`config.mk`:
```
export PLATFORM = sky130hd
export DESIGN_NAME = qct_top
export DESIGN_NICKNAME = d
export VERILOG_FILES = /design/src/qct_pkg.sv /design/src/qct_channel.sv /design/src/qct_top.sv
export SDC_FILE = /design/constraint.sdc
export NUM_CORES = 1
export LEC_CHECK = 0
export BUFFER_PORTS_ARGS = -buffer_cell sky130_fd_sc_hd__buf_4
export CELL_PAD_IN_SITES_DETAIL_PLACEMENT = 1
export CELL_PAD_IN_SITES_GLOBAL_PLACEMENT = 2
export CORE_ASPECT_RATIO = 0.7
export CORE_MARGIN = 8
export CORE_UTILIZATION = 38
export CTS_BUF_LIST = sky130_fd_sc_hd__clkbuf_4
export CTS_CLUSTER_DIAMETER = 50
export DETAILED_ROUTE_END_ITERATION = 12
export PLACE_DENSITY = 0.82
export SYNTH_ARGS = -nofsm -noshare
export SYNTH_HDL_FRONTEND = slang
export SYNTH_SLANG_ARGS = --single-unit
export TNS_END_PERCENT = 1
```
`constraint.sdc`:
```
create_clock -name clock -period 2.76 [get_ports clock]
set_input_delay 0.276 -clock clock [delete_from_list [all_inputs] [get_ports clock]]
set_output_delay 0.276 -clock clock [all_outputs]
set_load 0.005 [all_outputs]
```
`src/qct_pkg.sv`:
```
// Constants and types for the four-channel counter/timer block.
// Assumes a single 40 MHz clock domain shared by all users of the package.
package qct_pkg;
  localparam int NUM_CH = 4;
  localparam int CNT_W = 8;
  localparam int PRE_W = 8;
  localparam int NUM_ZC = 3;
  localparam logic [CNT_W-1:0] CNT_RST = 8'h00;
  localparam logic [CNT_W-1:0] TC_RST = 8'h00;
  localparam logic [PRE_W-1:0] PRESCALE_DIV = 8'h10;
  localparam logic [4:0] VEC_BASE_RST = 5'h00;
  typedef enum logic [1:0] {QCT_IDLE, QCT_WAIT, QCT_RUN} qct_state_e;
endpackage

```
`src/qct_channel.sv`:
```
// One counter/timer channel: mode, trigger edge, reload and zero detection.
// Assumes the trigger input is already synchronised to clock.
`timescale 1ns/100ps
`default_nettype none
module qct_channel
(
  input wire logic clock,
  input wire logic rst_n,
  input wire logic trig,
  input wire logic timer_mode,
  input wire logic rise_edge,
  input wire logic run,
  input wire logic tc_load,
  input wire logic [qct_pkg::CNT_W-1:0] tc_value,
  output logic [qct_pkg::CNT_W-1:0] count,
  output logic zero_pulse
);
  qct_pkg::qct_state_e state_q, state_d;
  logic trig_q;
  logic [qct_pkg::CNT_W-1:0] cnt_q, cnt_d, tc_q;
  logic [qct_pkg::PRE_W-1:0] pre_q, pre_d;
  logic zero_q;
  wire edge_seen = rise_edge ? (trig & ~trig_q) : (~trig & trig_q);
  wire pre_tick = (pre_q == qct_pkg::PRESCALE_DIV - 8'h01);
  // Decrement step per mode
  wire step = (state_q == qct_pkg::QCT_RUN) &&
              (timer_mode ? pre_tick : edge_seen);
  wire at_one = (cnt_q == 8'h01) || (cnt_q == 8'h00);
  wire hit_zero = step && at_one;

  // Next state and count
  always_comb
  begin
    state_d = state_q;
    cnt_d = cnt_q;
    pre_d = timer_mode && state_q == qct_pkg::QCT_RUN ? pre_q + 8'h01 : 8'h00;
    if (pre_tick)
      pre_d = 8'h00;
    unique case (state_q)
      qct_pkg::QCT_IDLE: if (run) state_d = timer_mode ? qct_pkg::QCT_WAIT : qct_pkg::QCT_RUN;
      qct_pkg::QCT_WAIT: if (edge_seen) state_d = qct_pkg::QCT_RUN;
      qct_pkg::QCT_RUN: ;
    endcase
    if (step)
      cnt_d = at_one ? tc_q : cnt_q - 8'h01;
    if (!run)
      state_d = qct_pkg::QCT_IDLE;
    if (tc_load)
      cnt_d = tc_value;
  end

  // State registers
  always_ff @(posedge clock)
  begin
    if (!rst_n)
    begin
      state_q <= qct_pkg::QCT_IDLE;
      trig_q <= 1'b0;
      cnt_q <= qct_pkg::CNT_RST;
      tc_q <= qct_pkg::TC_RST;
      pre_q <= 8'h00;
      zero_q <= 1'b0;
    end
    else
    begin
      state_q <= state_d;
      trig_q <= trig;
      cnt_q <= cnt_d;
      pre_q <= pre_d;
      zero_q <= hit_zero;
      if (tc_load)
        tc_q <= tc_value;
    end
  end
  assign count = cnt_q;
  assign zero_pulse = zero_q;

  property p_reload;
    @(posedge clock) disable iff (!rst_n)
    (hit_zero && !tc_load) |=> (cnt_q == $past(tc_q));
  endproperty
  a_reload: assert property (p_reload) else $error("no reload at zero");
  property p_count_one;
    @(posedge clock) disable iff (!rst_n)
    (step && !at_one && !tc_load) |=> (cnt_q == $past(cnt_q) - 8'h01);
  endproperty
  a_count_one: assert property (p_count_one) else $error("bad decrement");
  property p_wait_edge;
    @(posedge clock) disable iff (!rst_n)
    (state_q == qct_pkg::QCT_WAIT && run && !edge_seen) |=> (state_q == qct_pkg::QCT_WAIT);
  endproperty
  a_wait_edge: assert property (p_wait_edge) else $error("timer started without edge");
  property p_zero_pulse;
    @(posedge clock) disable iff (!rst_n)
    zero_q |-> $past(hit_zero);
  endproperty
  a_zero_pulse: assert property (p_zero_pulse) else $error("spurious zero pulse");
  property p_counter_hold;
    @(posedge clock) disable iff (!rst_n)
    (!timer_mode && !edge_seen && !tc_load) |=> (cnt_q == $past(cnt_q));
  endproperty
  a_counter_hold: assert property (p_counter_hold) else $error("count moved without event");
endmodule
`default_nettype wire

```
`src/qct_top.sv`:
```
// Top of the four-channel counter/timer with daisy chain interrupts.
// Assumes trigger pins are asynchronous; control ports come from host logic on clock.
`timescale 1ns/100ps
`default_nettype none
module qct_top
(
  input wire logic clock,
  input wire logic rst_n,
  input wire logic [3:0] trig_pin,
  input wire logic [3:0] timer_mode,
  input wire logic [3:0] rise_edge,
  input wire logic [3:0] run,
  input wire logic [3:0] irq_enable,
  input wire logic [3:0] tc_load,
  input wire logic [7:0] tc_value,
  input wire logic [1:0] read_sel,
  input wire logic [4:0] vec_base,
  input wire logic vec_load,
  input wire logic int_ack,
  input wire logic ret_done,
  input wire logic chain_in,
  output logic [7:0] read_data,
  output logic [2:0] zero_out,
  output logic int_req_n,
  output logic chain_out,
  output logic [7:0] vector,
  output logic vector_valid
);
  logic [3:0] sync1_q, sync2_q, pend_q, pend_d, serv_q, serv_d;
  logic [7:0] cnt [4];
  logic [3:0] zero;
  logic [4:0] vbase_q;
  logic [7:0] rd_q, vec_q;
  logic [2:0] zo_q;
  logic intn_q, chain_q, vv_q;

  // Channels in a generate loop
  genvar i;
  generate
    for (i = 0; i < qct_pkg::NUM_CH; i++)
    begin : g_ch
      qct_channel u_ch (.clock(clock), .rst_n(rst_n), .trig(sync2_q[i]),
        .timer_mode(timer_mode[i]), .rise_edge(rise_edge[i]), .run(run[i]),
        .tc_load(tc_load[i]), .tc_value(tc_value), .count(cnt[i]), .zero_pulse(zero[i]));
    end
  endgenerate

  // Priority: a channel may act only if no higher one is pending or in service
  wire [3:0] blk = {|(pend_q[2:0] | serv_q[2:0]), |(pend_q[1:0] | serv_q[1:0]),
                    pend_q[0] | serv_q[0], 1'b0};
  wire [3:0] win = pend_q & ~blk & ~serv_q & {4{chain_in}};
  wire [3:0] srv_hi = serv_q & ~{serv_q[2:0] & 3'h7, 1'b0} & ~{|serv_q[1:0], serv_q[0], 2'b00};
  wire [1:0] win_idx = win[0] ? 2'd0 : win[1] ? 2'd1 : win[2] ? 2'd2 : 2'd3;
  wire [3:0] win_one = 4'h1 << win_idx;
  wire ack_go = int_ack && (|win);

  // Pending and in-service update, set beats clear
  always_comb
  begin
    pend_d = pend_q;
    serv_d = serv_q;
    if (ack_go)
    begin
      pend_d = pend_q & ~win_one;
      serv_d = serv_q | win_one;
    end
    if (ret_done)
      serv_d = serv_d & ~srv_hi;
    pend_d = pend_d | (zero & irq_enable);
  end

  // Trigger pin synchroniser
  always_ff @(posedge clock)
  begin
    if (!rst_n)
    begin
      sync1_q <= 4'h0;
      sync2_q <= 4'h0;
    end
    else
    begin
      sync1_q <= trig_pin;
      sync2_q <= sync1_q;
    end
  end

  // Pending and in-service flags
  always_ff @(posedge clock)
  begin
    if (!rst_n)
    begin
      pend_q <= 4'h0;
      serv_q <= 4'h0;
    end
    else
    begin
      pend_q <= pend_d;
      serv_q <= serv_d;
    end
  end

  // Vector base and vector register
  always_ff @(posedge clock)
  begin
    if (!rst_n)
    begin
      vbase_q <= qct_pkg::VEC_BASE_RST;
      vec_q <= 8'h00;
      vv_q <= 1'b0;
    end
    else
    begin
      if (vec_load)
        vbase_q <= vec_base;
      vv_q <= ack_go;
      if (ack_go)
        vec_q <= {vbase_q, win_idx, 1'b0};
    end
  end

  // Registered outputs
  always_ff @(posedge clock)
  begin
    if (!rst_n)
    begin
      rd_q <= 8'h00;
      zo_q <= 3'h0;
      intn_q <= 1'b1;
      chain_q <= 1'b0;
    end
    else
    begin
      rd_q <= cnt[read_sel];
      zo_q <= zero[2:0];
      intn_q <= ~(|win);
      chain_q <= chain_in && ~(|pend_d) && ~(|serv_d);
    end
  end
  assign read_data = rd_q;
  assign zero_out = zo_q;
  assign int_req_n = intn_q;
  assign chain_out = chain_q;
  assign vector = vec_q;
  assign vector_valid = vv_q;

  property p_vector;
    @(posedge clock) disable iff (!rst_n)
    ack_go |=> (vv_q && vector[2:1] == $past(win_idx) && vector[7:3] == $past(vbase_q));
  endproperty
  a_vector: assert property (p_vector) else $error("wrong vector");
  property p_prio;
    @(posedge clock) disable iff (!rst_n)
    (ack_go && pend_q[0] && !serv_q[0] && chain_in) |=> (vector[2:1] == 2'd0);
  endproperty
  a_prio: assert property (p_prio) else $error("channel 0 not first");
  property p_irq_set;
    @(posedge clock) disable iff (!rst_n)
    (zero[1] && irq_enable[1]) |=> pend_q[1];
  endproperty
  a_irq_set: assert property (p_irq_set) else $error("interrupt lost");
  property p_zero_out;
    @(posedge clock) disable iff (!rst_n)
    zero[0] |=> zero_out[0];
  endproperty
  a_zero_out: assert property (p_zero_out) else $error("zero output missing");
  property p_read;
    @(posedge clock) disable iff (!rst_n)
    1'b1 |=> (read_data == $past(cnt[read_sel]));
  endproperty
  a_read: assert property (p_read) else $error("readback mismatch");
  // Chain, service and request checks
  property p_chain_block;
    @(posedge clock) disable iff (!rst_n)
    !chain_in |=> int_req_n;
  endproperty
  a_chain_block: assert property (p_chain_block) else $error("request while chain low");
  property p_chain_busy;
    @(posedge clock) disable iff (!rst_n)
    ((|pend_q) || (|serv_q)) |-> !chain_out;
  endproperty
  a_chain_busy: assert property (p_chain_busy) else $error("chain passed while busy");
  property p_chain_low;
    @(posedge clock) disable iff (!rst_n)
    !chain_in |=> !chain_out;
  endproperty
  a_chain_low: assert property (p_chain_low) else $error("chain passed while closed");
  property p_ret_clear;
    @(posedge clock) disable iff (!rst_n)
    (ret_done && serv_q[0]) |=> !serv_q[0];
  endproperty
  a_ret_clear: assert property (p_ret_clear) else $error("service not ended");
  property p_ack_take;
    @(posedge clock) disable iff (!rst_n)
    (ack_go && win[0] && !zero[0]) |=> (serv_q[0] && !pend_q[0]);
  endproperty
  a_ack_take: assert property (p_ack_take) else $error("ack not taken");
  property p_vec_hold;
    @(posedge clock) disable iff (!rst_n)
    !ack_go |=> $stable(vector);
  endproperty
  a_vec_hold: assert property (p_vec_hold) else $error("vector changed without ack");
  property p_vv_src;
    @(posedge clock) disable iff (!rst_n)
    vector_valid |-> $past(ack_go);
  endproperty
  a_vv_src: assert property (p_vv_src) else $error("vector valid without ack");
  property p_req_low;
    @(posedge clock) disable iff (!rst_n)
    (|win) |=> !int_req_n;
  endproperty
  a_req_low: assert property (p_req_low) else $error("request not raised");
  property p_req_high;
    @(posedge clock) disable iff (!rst_n)
    !(|pend_q) |=> int_req_n;
  endproperty
  a_req_high: assert property (p_req_high) else $error("request with nothing pending");
  property p_pend_mask;
    @(posedge clock) disable iff (!rst_n)
    (!irq_enable[2] && !pend_q[2]) |=> !pend_q[2];
  endproperty
  a_pend_mask: assert property (p_pend_mask) else $error("masked channel pending");
  property p_zero_src;
    @(posedge clock) disable iff (!rst_n)
    zero_out[2] |-> $past(zero[2]);
  endproperty
  a_zero_src: assert property (p_zero_src) else $error("spurious zero output");
endmodule
`default_nettype wire

```
==> results.txt, run 1 <==
Power per Cell Area -> 538 mW/mm^2
crit start category -> register
Routed WL per cell -> 18.5 um
number of vias per cell -> 5.48
Synth Area in Adders -> 2.27%
Root Buffer Master -> clkbuf_4
die area -> 0.0233 mm^2
slew at the pin closest to its max-slew limit -> 1260 ps
leakage power -> 3.36 nW
WL final -> 20.6 mm
TNS Setup -> 0 ps
distinct cell type count after synthesis -> 73
Crit Path Category -> register to register
Clock Tree Buf Depth -> 2
initial core utilization -> 39.0%
worst-skew pair later-pin latency -> 560 ps
commonest non-fill, non-tap cell in the layout -> dfxtp_1
largest net degree at the start of global routing -> 34
Clock Sinks -> 154
Final Hold Violating Endpoints -> 0
f_max -> 436 MHz
Min Hold Slack -> 56.6 ps
post-layout minimum cycle time -> 2290 ps
Post-Synth Simple-Gate Area -> 21.8%
Syn Area/Cell -> 9.01 um^2
antenna violations before repair -> 0
Buffers on Ports -> 65
post-route insts no fill -> 1112
Post-synth EDFFs -> 0
global-route usage over all layers -> 18.0%
Max Cap Viol -> 0
Synth Net Count -> 840
Setup Slack @ Placement -> 533 ps
worst path cell trace -> and3b_1, a21oi_1, o31ai_1, o21ai_0, a221oi_1
largest family of logic cells by synthesized area -> simple AND/OR/NAND/NOR gates
Area Overhead vs Synth -> 17.7%
CTS buffer count -> 17
Via Count -> 6090
skew final -> 24.0 ps
deepest level of the CTS H-tree -> 4
maximum vdd drop -> 0.419 mV
RSZ-0062 raised after global routing -> false
post-route setup slack -> 466 ps
drc violations -> 0
max incr delay on CP -> 1020 ps
Compound-Gate Fraction of Synth Area -> 14.6%
Die Height -> 130 um
Routed Antenna Nets -> 0
first-pass GRT wire length -> 33.3 mm
CP top delay family -> compound AO/OA/AOI/OAI gates
site row count -> 41
Slew HR -> 15.5%
I/O pin count -> 67
crit path capture type -> register
vias in the first global route -> 6313
status -> completed
final antenna diode count -> 0
Async SR Flop Fraction -> 0%
post-CTS setup buffer count -> 0
Crit-path slowest cell -> o31ai_1
Top FF cell, synth -> dfxtp_1
grt ovf -> 0
CTS tree -> built
final setup violating endpoints -> 0
total power -> 4.47 mW
Worst-path clk slew -> 150 ps
Synth Area in XOR/XNOR -> 4.34%
CP Max Fanout -> 10
HP Class -> input port to register
cell area after synthesis -> 0.00706 mm^2
Tcrit/Tclk final -> 83.1%
cts repair resizes -> 0
chip width -> 179 um
placed cells -> 1051
CP Data Required Time -> 3250 ps
share of layout cells above drive strength 1 -> 14.8%
core area -> 0.0181 mm^2
DP Wirelength -> 14.6 mm
multiplexer share of the synthesized area -> 9.66%
CTS Hold Bufs -> 29
Synth Register Bits -> 154
sequential fraction of the synthesis area -> 43.7%
Ys Warns -> 0
nets@finish -> 920
CP arrival -> 2780 ps
Slew Viols, Final -> 0
most frequent cells in the layout -> dfxtp_1, nor2_1, buf_4
Iteration-0 DRC Markers -> 291
CP bufs+invs -> 0
GP Congestion -> 0.803
first drt pass iteration count -> 4
Cells after Synth -> 783
[path summary, 6_finish.rpt]
| check | start | end | slack (ps) | cells past startpoint |
|---|---|---|---|---|
| setup / recovery | sync2_q[2] | g_ch[2].u_ch.count[2] | 470 | 5 |
| hold / removal | tc_value[7] | g_ch[2].u_ch.tc_q[7] | 60 | 3 |
| setup reg to reg | sync2_q[2] | g_ch[2].u_ch.count[2] | 470 | 5 |
| hold reg to reg | sync1_q[1] | sync2_q[1] | 460 | 1 |
[cell type report]
cell class / count / area [um^2]
inverter: 23 / 86.3
sequential: 154 / 3080
fill: 2095 / 9800
timing repair buffer: 101 / 831
clock inverter: 15 / 164
tap: 236 / 295
multi-input combinational: 566 / 3720
clock buffer: 17 / 128
[routing by layer]
metal	up-vias	global-route usage, %	part of all wire [%]	wire length (um)
met3	24	3.84	3.7	760
met1	3024	23.6	49	10100
li1	2942	-	-	-
met2	100	29.5	46	9370
met5	-	0	0	0
met4	0	5.38	1.5	315
[state kept, by name (all words and copies together) (netlist names), 4 cells and up]
| signal | count |
|---|---|
| vbase_q | 5 |
| read_data | 8 |
| pend_q | 4 |
| vector | 7 |
| g_ch.u_ch.pre_q | 32 |
| g_ch.u_ch.zero_pulse | 4 |
| g_ch.u_ch.state_q | 8 |
| sync2_q | 4 |
| g_ch.u_ch.count | 32 |
| sync1_q | 4 |
| serv_q | 4 |
| g_ch.u_ch.tc_q | 32 |
| g_ch.u_ch.trig_q | 4 |
[report_power, final]
part           switching (mW)  internal (mW)
sequential             0.0890           2.31
clock                   0.901          0.554
combinational           0.333          0.284
[logic make-up (layout without fill, tap and decap cells)]
group                    count (synthesis)  in the layout
AND/OR/NAND/NOR                        307            307
XOR/XNOR                                35             35
multiplexers                            57             57
other                                    1              1
buffers and inverters                   63            156
adder cells (fa/ha/maj)                 13             13
flip-flops                             154            154
AO/OA/AOI/OAI                          153            153
[Yosys cell counts (8+ instances only)]
master | number | area share [%]
nand4_1 | 8 | 0.71
nor2_1 | 115 | 6.1
o211ai_1 | 11 | 1.2
o21ai_0 | 32 | 2.3
xor2_1 | 19 | 2.4
nand2_1 | 58 | 3.1
a21oi_1 | 41 | 2.9
mux2i_1 | 46 | 6.5
xnor2_1 | 16 | 2.0
a21o_1 | 8 | 0.85
clkbuf_1 | 30 | 1.6
nor3_1 | 15 | 1.1
dfxtp_1 | 154 | 44
inv_1 | 22 | 1.2
and3_1 | 9 | 0.80
nand3_1 | 20 | 1.4
and2_1 | 23 | 2.0
ha_1 | 12 | 2.1
[stage by stage]
stage | cell area, um^2 | util, %
floorplan | 7060 | -
global placement | 7730 | 42.7
detailed placement | 7730 | 42.7
CTS | 8310 | 45.9
global route | 8310 | 45.9
finish | 8310 | 45.9
[worst min-delay path, stage by stage]
cell and delay [ps]:
buf_4 160, nand2_1 90, a21oi_1 60
(Power assumes the default switching activity.)
==> run 2: changes to the inputs <==
==> constraint.sdc (replaced) <==
create_clock -name clock -period 2.4 [get_ports clock]
set_input_delay 0.24 -clock clock [delete_from_list [all_inputs] [get_ports clock]]
set_output_delay 0.24 -clock clock [all_outputs]
set_load 0.005 [all_outputs]
==> run 2 against run 1 <==
Compared with the run above:
- count of clock-buffer cells in the layout increased by 1
- clock power increased by 16%
- critical endpoint is now g_ch[0].u_ch.count[2]
- via count decreased by 0.36%
- worst hold slack improved by 3.9 ps
- highest routed layer unchanged
- combinational power increased by 18%
- critical path depth increased by 2
- sequential share of layout area decreased by 0.18 points
- critical path type unchanged
- routed wire length decreased by 1.0%
- register-to-register slack got worse by 220 ps
==> results.txt, run 2 (synthesis results as in run 1) <==
CP Max Fanout -> 6 (-4)
crit path capture type -> register
nets@finish -> 925 (+0.54%)
Buffers on Ports -> 65 (unchanged)
Root Buffer Master -> clkbuf_4
Final Hold Violating Endpoints -> 0 (unchanged)
commonest non-fill, non-tap cell in the layout -> dfxtp_1
skew final -> 23.3 ps (-0.611 ps)
share of layout cells above drive strength 1 -> 14.9% (+0.097 points)
RR Endpoint -> g_ch[0].u_ch.count[2]
leakage power -> 3.39 nW (+0.94%)
CP Data Required Time -> 2830 ps (-420 ps)
Iteration-0 DRC Markers -> 380 (+31%)
Crit Path Category -> register to register
total power -> 5.17 mW (+16%)
Area Overhead vs Synth -> 18.3%
status -> completed
Placement Cell Area -> 0.00777 mm^2 (+0.49%)
most frequent cells in the layout -> dfxtp_1, nor2_1, buf_4
Slew HR -> 57.3% (+42 points)
reg2reg start -> g_ch[0].u_ch.count[1]
CTS buffer count -> 17 (unchanged)
Clock Tree Buf Depth -> 2 (unchanged)
final antenna diode count -> 0 (unchanged)
antenna violations before repair -> 0 (unchanged)
HP Class -> input port to register
Max Cap Viol -> 0 (unchanged)
I/O pin count -> 67 (unchanged)
DP Wirelength -> 14.5 mm (-1.1%)
slew at the pin closest to its max-slew limit -> 636 ps (-621 ps)
chip width -> 179 um (unchanged)
RSZ-0062 raised after global routing -> false
initial core utilization -> 39.0% (unchanged)
largest net degree at the start of global routing -> 35 (+2.9%)
maximum vdd drop -> 0.330 mV (-21%)
Slew Viols, Final -> 0 (unchanged)
Routed Antenna Nets -> 0 (unchanged)
Die Height -> 130 um (unchanged)
Tcrit/Tclk final -> 89.6% (+6.5 points)
CP Capture Point -> g_ch[0].u_ch.count[2]
reg-to-reg slack, setup -> 250 ps (-220 ps)
CTS tree -> built
deepest level of the CTS H-tree -> 4 (unchanged)
CP arrival -> 2580 ps (-200 ps)
global-route usage over all layers -> 17.7% (-0.37 points)
post-route setup slack -> 250 ps (-216 ps)
final instance area -> 0.00835 mm^2 (+0.48%)
Via Count -> 6068 (-0.36%)
R2R depth -> 7 (+2)
Power per Cell Area -> 619 mW/mm^2 (+15%)
number of vias per cell -> 5.45 (-0.45%)
f_max -> 465 MHz (+6.7%)
post-CTS setup buffer count -> 0 (unchanged)
Core Util, Final -> 46.1% (+0.22 points)
drc violations -> 0 (unchanged)
core area -> 0.0181 mm^2 (unchanged)
final setup violating endpoints -> 0 (unchanged)
post-layout minimum cycle time -> 2150 ps (-144 ps)
placed cells -> 1056 (+0.48%)
first drt pass iteration count -> 5 (+1)
Worst-path clk slew -> 120 ps (-30 ps)
worst-skew pair later-pin latency -> 540 ps (-20 ps)
worst setup path start -> g_ch[0].u_ch.count[1]
Clock Sinks -> 154 (unchanged)
post-route insts no fill -> 1113 (+0.090%)
Min Hold Slack -> 60.5 ps (+3.91 ps)
first-pass GRT wire length -> 32.7 mm (-1.7%)
site row count -> 41 (unchanged)
vias in the first global route -> 6268 (-0.71%)
grt ovf -> 0 (unchanged)
GP Congestion -> 0.845 (+5.2%)
die area -> 0.0233 mm^2 (unchanged)
Setup Slack @ Placement -> 280 ps (-252 ps)
TNS Setup -> 0 ps (unchanged)
crit start category -> register
Routed WL per cell -> 18.3 um (-1.1%)
WL final -> 20.4 mm (-1.0%)
[run 2: cell count changes in the layout (fill, tap and decap cells not counted), sizes merged]
cell	before	now
clkinv	4	5
inv	28	22
clkbuf	17	18
clkinvlp	4	2
buf	72	77
bufinv	2	4
[run 2: layer usage]
layer	up-vias	GRT usage, %	part of all wire (%)
li1	2939	-	-
met1	2985	23.8	48
met2	126	28.6	46
met3	18	3.55	4.3
met4	0	4.31	1.1
met5	-	0	0
[run 2: critical path, stage by stage (launching register included)]
cell and delay, ps:
dfxtp_1 480, inv_1 100, ha_1 270, o21bai_1 310
or3_1 290, a2bb2oi_1 170, o21ai_0 100, a221oi_1 330
[run 2: cell type report]
| cell class | count | area [um^2] |
|---|---|---|
| fillers | 2107 | 9760 |
| repair buffers | 106 | 868 |
| inverters | 23 | 86.3 |
| well taps | 236 | 295 |
| multi-input cells | 566 | 3730 |
| clock buffers | 18 | 135 |
| clock inverters | 10 | 154 |
| flip-flops and latches | 154 | 3080 |
[run 2: repair_timing]
action | 4_1_cts | 5_1_grt
endpoints found under the hold margin | 33 | 0
setup endpoints to repair | 0 | 1
resized for setup | 0 | 1
hold buffers | 29 | 0
[run 2: how the worst min path moves through the flow]
stage / endpoint / cells past startpoint / slack (ps) / from
final: g_ch[1].u_ch.state_q[1] / 4 / 60 / timer_mode[1]
after global routing: g_ch[2].u_ch.tc_q[5] / 3 / 10 / tc_value[5]
after CTS: pend_q[0] / 4 / 3 / int_ack
after detailed placement: sync2_q[0] / 1 / 420 / sync1_q[0]
after global placement: sync2_q[3] / 1 / 420 / sync1_q[3]
after floorplan: serv_q[2] / 1 / 360 / ret_done
[run 2: report_power, final]
group / internal, mW / switching, mW
logic: 0.338 / 0.388
registers: 2.65 / 0.0984
clock network: 0.807 / 0.891
==> run 3: changes to the inputs <==
--- a/config.mk
+++ b/config.mk
@@ -7,10 +7,10 @@
 export LEC_CHECK = 0
 export BUFFER_PORTS_ARGS = -buffer_cell sky130_fd_sc_hd__buf_4
 export CELL_PAD_IN_SITES_DETAIL_PLACEMENT = 1
-export CELL_PAD_IN_SITES_GLOBAL_PLACEMENT = 2
+export CELL_PAD_IN_SITES_GLOBAL_PLACEMENT = 1
 export CORE_ASPECT_RATIO = 0.7
 export CORE_MARGIN = 8
-export CORE_UTILIZATION = 38
+export CORE_UTILIZATION = 47
 export CTS_BUF_LIST = sky130_fd_sc_hd__clkbuf_4
 export CTS_CLUSTER_DIAMETER = 50
 export DETAILED_ROUTE_END_ITERATION = 12
==> run 3 against run 2 <==
Compared with the run above:
- sequential cell count did not move
- setup slack got worse by 41 ps
- final area rose by 0.66%
- largest power group unchanged
- core utilization rose by 11 points
- total power rose by 4.4%
- largest cell class unchanged
- first-iteration DRC count rose by 43%
- critical endpoint is now g_ch[3].u_ch.count[1]
- critical path depth fell by 2
==> results.txt, run 3 (synthesis results as in run 1) <==
Slew Viols, Final -> 0 (unchanged)
Area Overhead vs Synth -> 19.1%
Fillers -> 1703 (-19%)
CP Data Required Time -> 2870 ps (+40 ps)
Slew HR -> 56.9% (-0.39 points)
commonest non-fill, non-tap cell in the layout -> dfxtp_1
first drt pass iteration count -> 5 (unchanged)
Power per Cell Area -> 642 mW/mm^2 (+3.7%)
WHS Path Cells -> 3 (-1)
antenna violations before repair -> 0 (unchanged)
final setup violating endpoints -> 0 (unchanged)
most frequent CP cell -> o21ai_0
f_max -> 456 MHz (-1.9%)
WL final -> 21.4 mm (+5.2%)
post-route insts no fill -> 1080 (-3.0%)
reg-to-reg slack, setup -> 210 ps (-40 ps)
GP Congestion -> 0.899 (+6.4%)
CTS buffer count -> 17 (unchanged)
chip width -> 162 um (-9.2%)
Via Count -> 6353 (+4.7%)
most frequent cells in the layout -> dfxtp_1, nor2_1, buf_4
Worst-path clk slew -> 120 ps (about the same)
placed cells -> 1013 (-4.1%)
total power -> 5.40 mW (+4.4%)
Iteration-0 DRC Markers -> 542 (+43%)
Clock Tree Buf Depth -> 2 (unchanged)
leakage power -> 3.42 nW (+0.86%)
status -> completed
TNS Setup -> 0 ps (unchanged)
deepest level of the CTS H-tree -> 4 (unchanged)
R2R depth -> 5 (-2)
final antenna diode count -> 0 (unchanged)
vias in the first global route -> 6778 (+8.1%)
DP Wirelength -> 14.9 mm (+3.1%)
die area -> 0.0193 mm^2 (-17%)
slew at the pin closest to its max-slew limit -> 642 ps (+5.85 ps)
Die Height -> 119 um (-8.8%)
Routed WL per cell -> 19.8 um (+8.4%)
Routed Antenna Nets -> 0 (unchanged)
maximum vdd drop -> 0.348 mV (+5.6%)
HP Class -> input port to register
crit path capture type -> register
CP Max Fanout -> 12 (+6)
Tcrit/Tclk final -> 91.3% (+1.7 points)
Root Buffer Master -> clkbuf_4
Clock Sinks -> 154 (unchanged)
number of vias per cell -> 5.88 (+7.9%)
Min Hold Slack -> 48.2 ps (-12.3 ps)
global-route usage over all layers -> 22.5% (+4.8 points)
Max Cap Viol -> 0 (unchanged)
largest net degree at the start of global routing -> 31 (-11%)
CP top delay family -> compound AO/OA/AOI/OAI gates
max incr delay on CP -> 560 ps (+80 ps)
worst path cell trace -> or4_1, o21ai_0, o311a_1, o21ai_0, a311oi_1
grt ovf -> 0 (unchanged)
RSZ-0062 raised after global routing -> false
crit start category -> register
drc violations -> 0 (unchanged)
initial core utilization -> 48.1% (+9.1 points)
nets@finish -> 929 (+0.43%)
Crit Path Category -> register to register
Crit-path slowest cell -> or4_1
CP arrival -> 2660 ps (+80 ps)
reg2reg start -> g_ch[3].u_ch.pre_q[4]
Hold Path End -> g_ch[2].u_ch.tc_q[5]
post-layout minimum cycle time -> 2190 ps (+40.6 ps)
site row count -> 37 (-9.8%)
Final Hold Violating Endpoints -> 0 (unchanged)
Buffers on Ports -> 65 (unchanged)
skew final -> 21.5 ps (-1.80 ps)
share of layout cells above drive strength 1 -> 15.0% (+0.091 points)
I/O pin count -> 67 (unchanged)
CP bufs+invs -> 0 (-1)
Hold Crit Start -> tc_load[2]
worst-skew pair later-pin latency -> 570 ps (+30 ps)
CTS tree -> built
post-CTS setup buffer count -> 0 (unchanged)
first-pass GRT wire length -> 35.1 mm (+7.4%)
core area -> 0.0147 mm^2 (-19%)
RR Endpoint -> g_ch[3].u_ch.count[1]
run 3: stage by stage:
stage	util (%)	setup WS (ps)	instance area (um^2)
global route	57.3	60.8	8410
global placement	52.5	402	7700
finish	57.3	209	8410
CTS	57.2	179	8390
detailed placement	52.5	249	7700
floorplan	-	414	7060
run 3: area by class of cell:
cell class / instances / area, um^2 / area share [%]
flip-flops and latches: 154 / 3080 / 36.7
well taps: 195 / 244 / 2.90
inverters: 23 / 86.3 / 1.03
clock inverters: 15 / 223 / 2.65
repair buffers: 110 / 913 / 10.9
multi-input cells: 566 / 3730 / 44.4
clock buffers: 17 / 128 / 1.52
run 3: repair_timing:
action / in CTS / in global routing
hold buffers: 34 / 1
endpoints found under the setup margin: 0 / 1
gates resized for setup: 0 / 1
hold endpoints to repair: 43 / 1
run 3: how the worst max path moves through the flow:
stage | startpoint | end | slack (ps) | cells after the start
after floorplan | g_ch[1].u_ch.count[3] | g_ch[1].u_ch.count[5] | 410 | 5
after global placement | g_ch[0].u_ch.count[3] | g_ch[0].u_ch.count[2] | 400 | 5
after detailed placement | g_ch[3].u_ch.pre_q[4] | g_ch[3].u_ch.count[1] | 250 | 5
after CTS | g_ch[2].u_ch.count[0] | g_ch[2].u_ch.count[2] | 180 | 7
after global routing | g_ch[3].u_ch.pre_q[4] | g_ch[3].u_ch.count[1] | 60 | 5
final | g_ch[3].u_ch.pre_q[4] | g_ch[3].u_ch.count[1] | 210 | 5
run 3: tightest hold or removal path: stages:
cell	delay [ps]
buf_4	180
nand2_1	90
a21oi_1	60
run 3: per-layer routing:
metal,global-route usage (%),share of wire (%),routed length (um)
met2,36.9,48,10300
met5,0,0,0
met3,6.17,6.4,1370
met4,7.38,1.6,343
met1,28.0,44,9420
run 3: power by group:
part           internal, mW  switching [mW]  leakage (nW)  total, mW
registers              2.65           0.100          1.26       2.75
logic                 0.339           0.402          2.00      0.740
clock network         0.930           0.975         0.168       1.91
total                  3.92            1.48          3.42       5.40
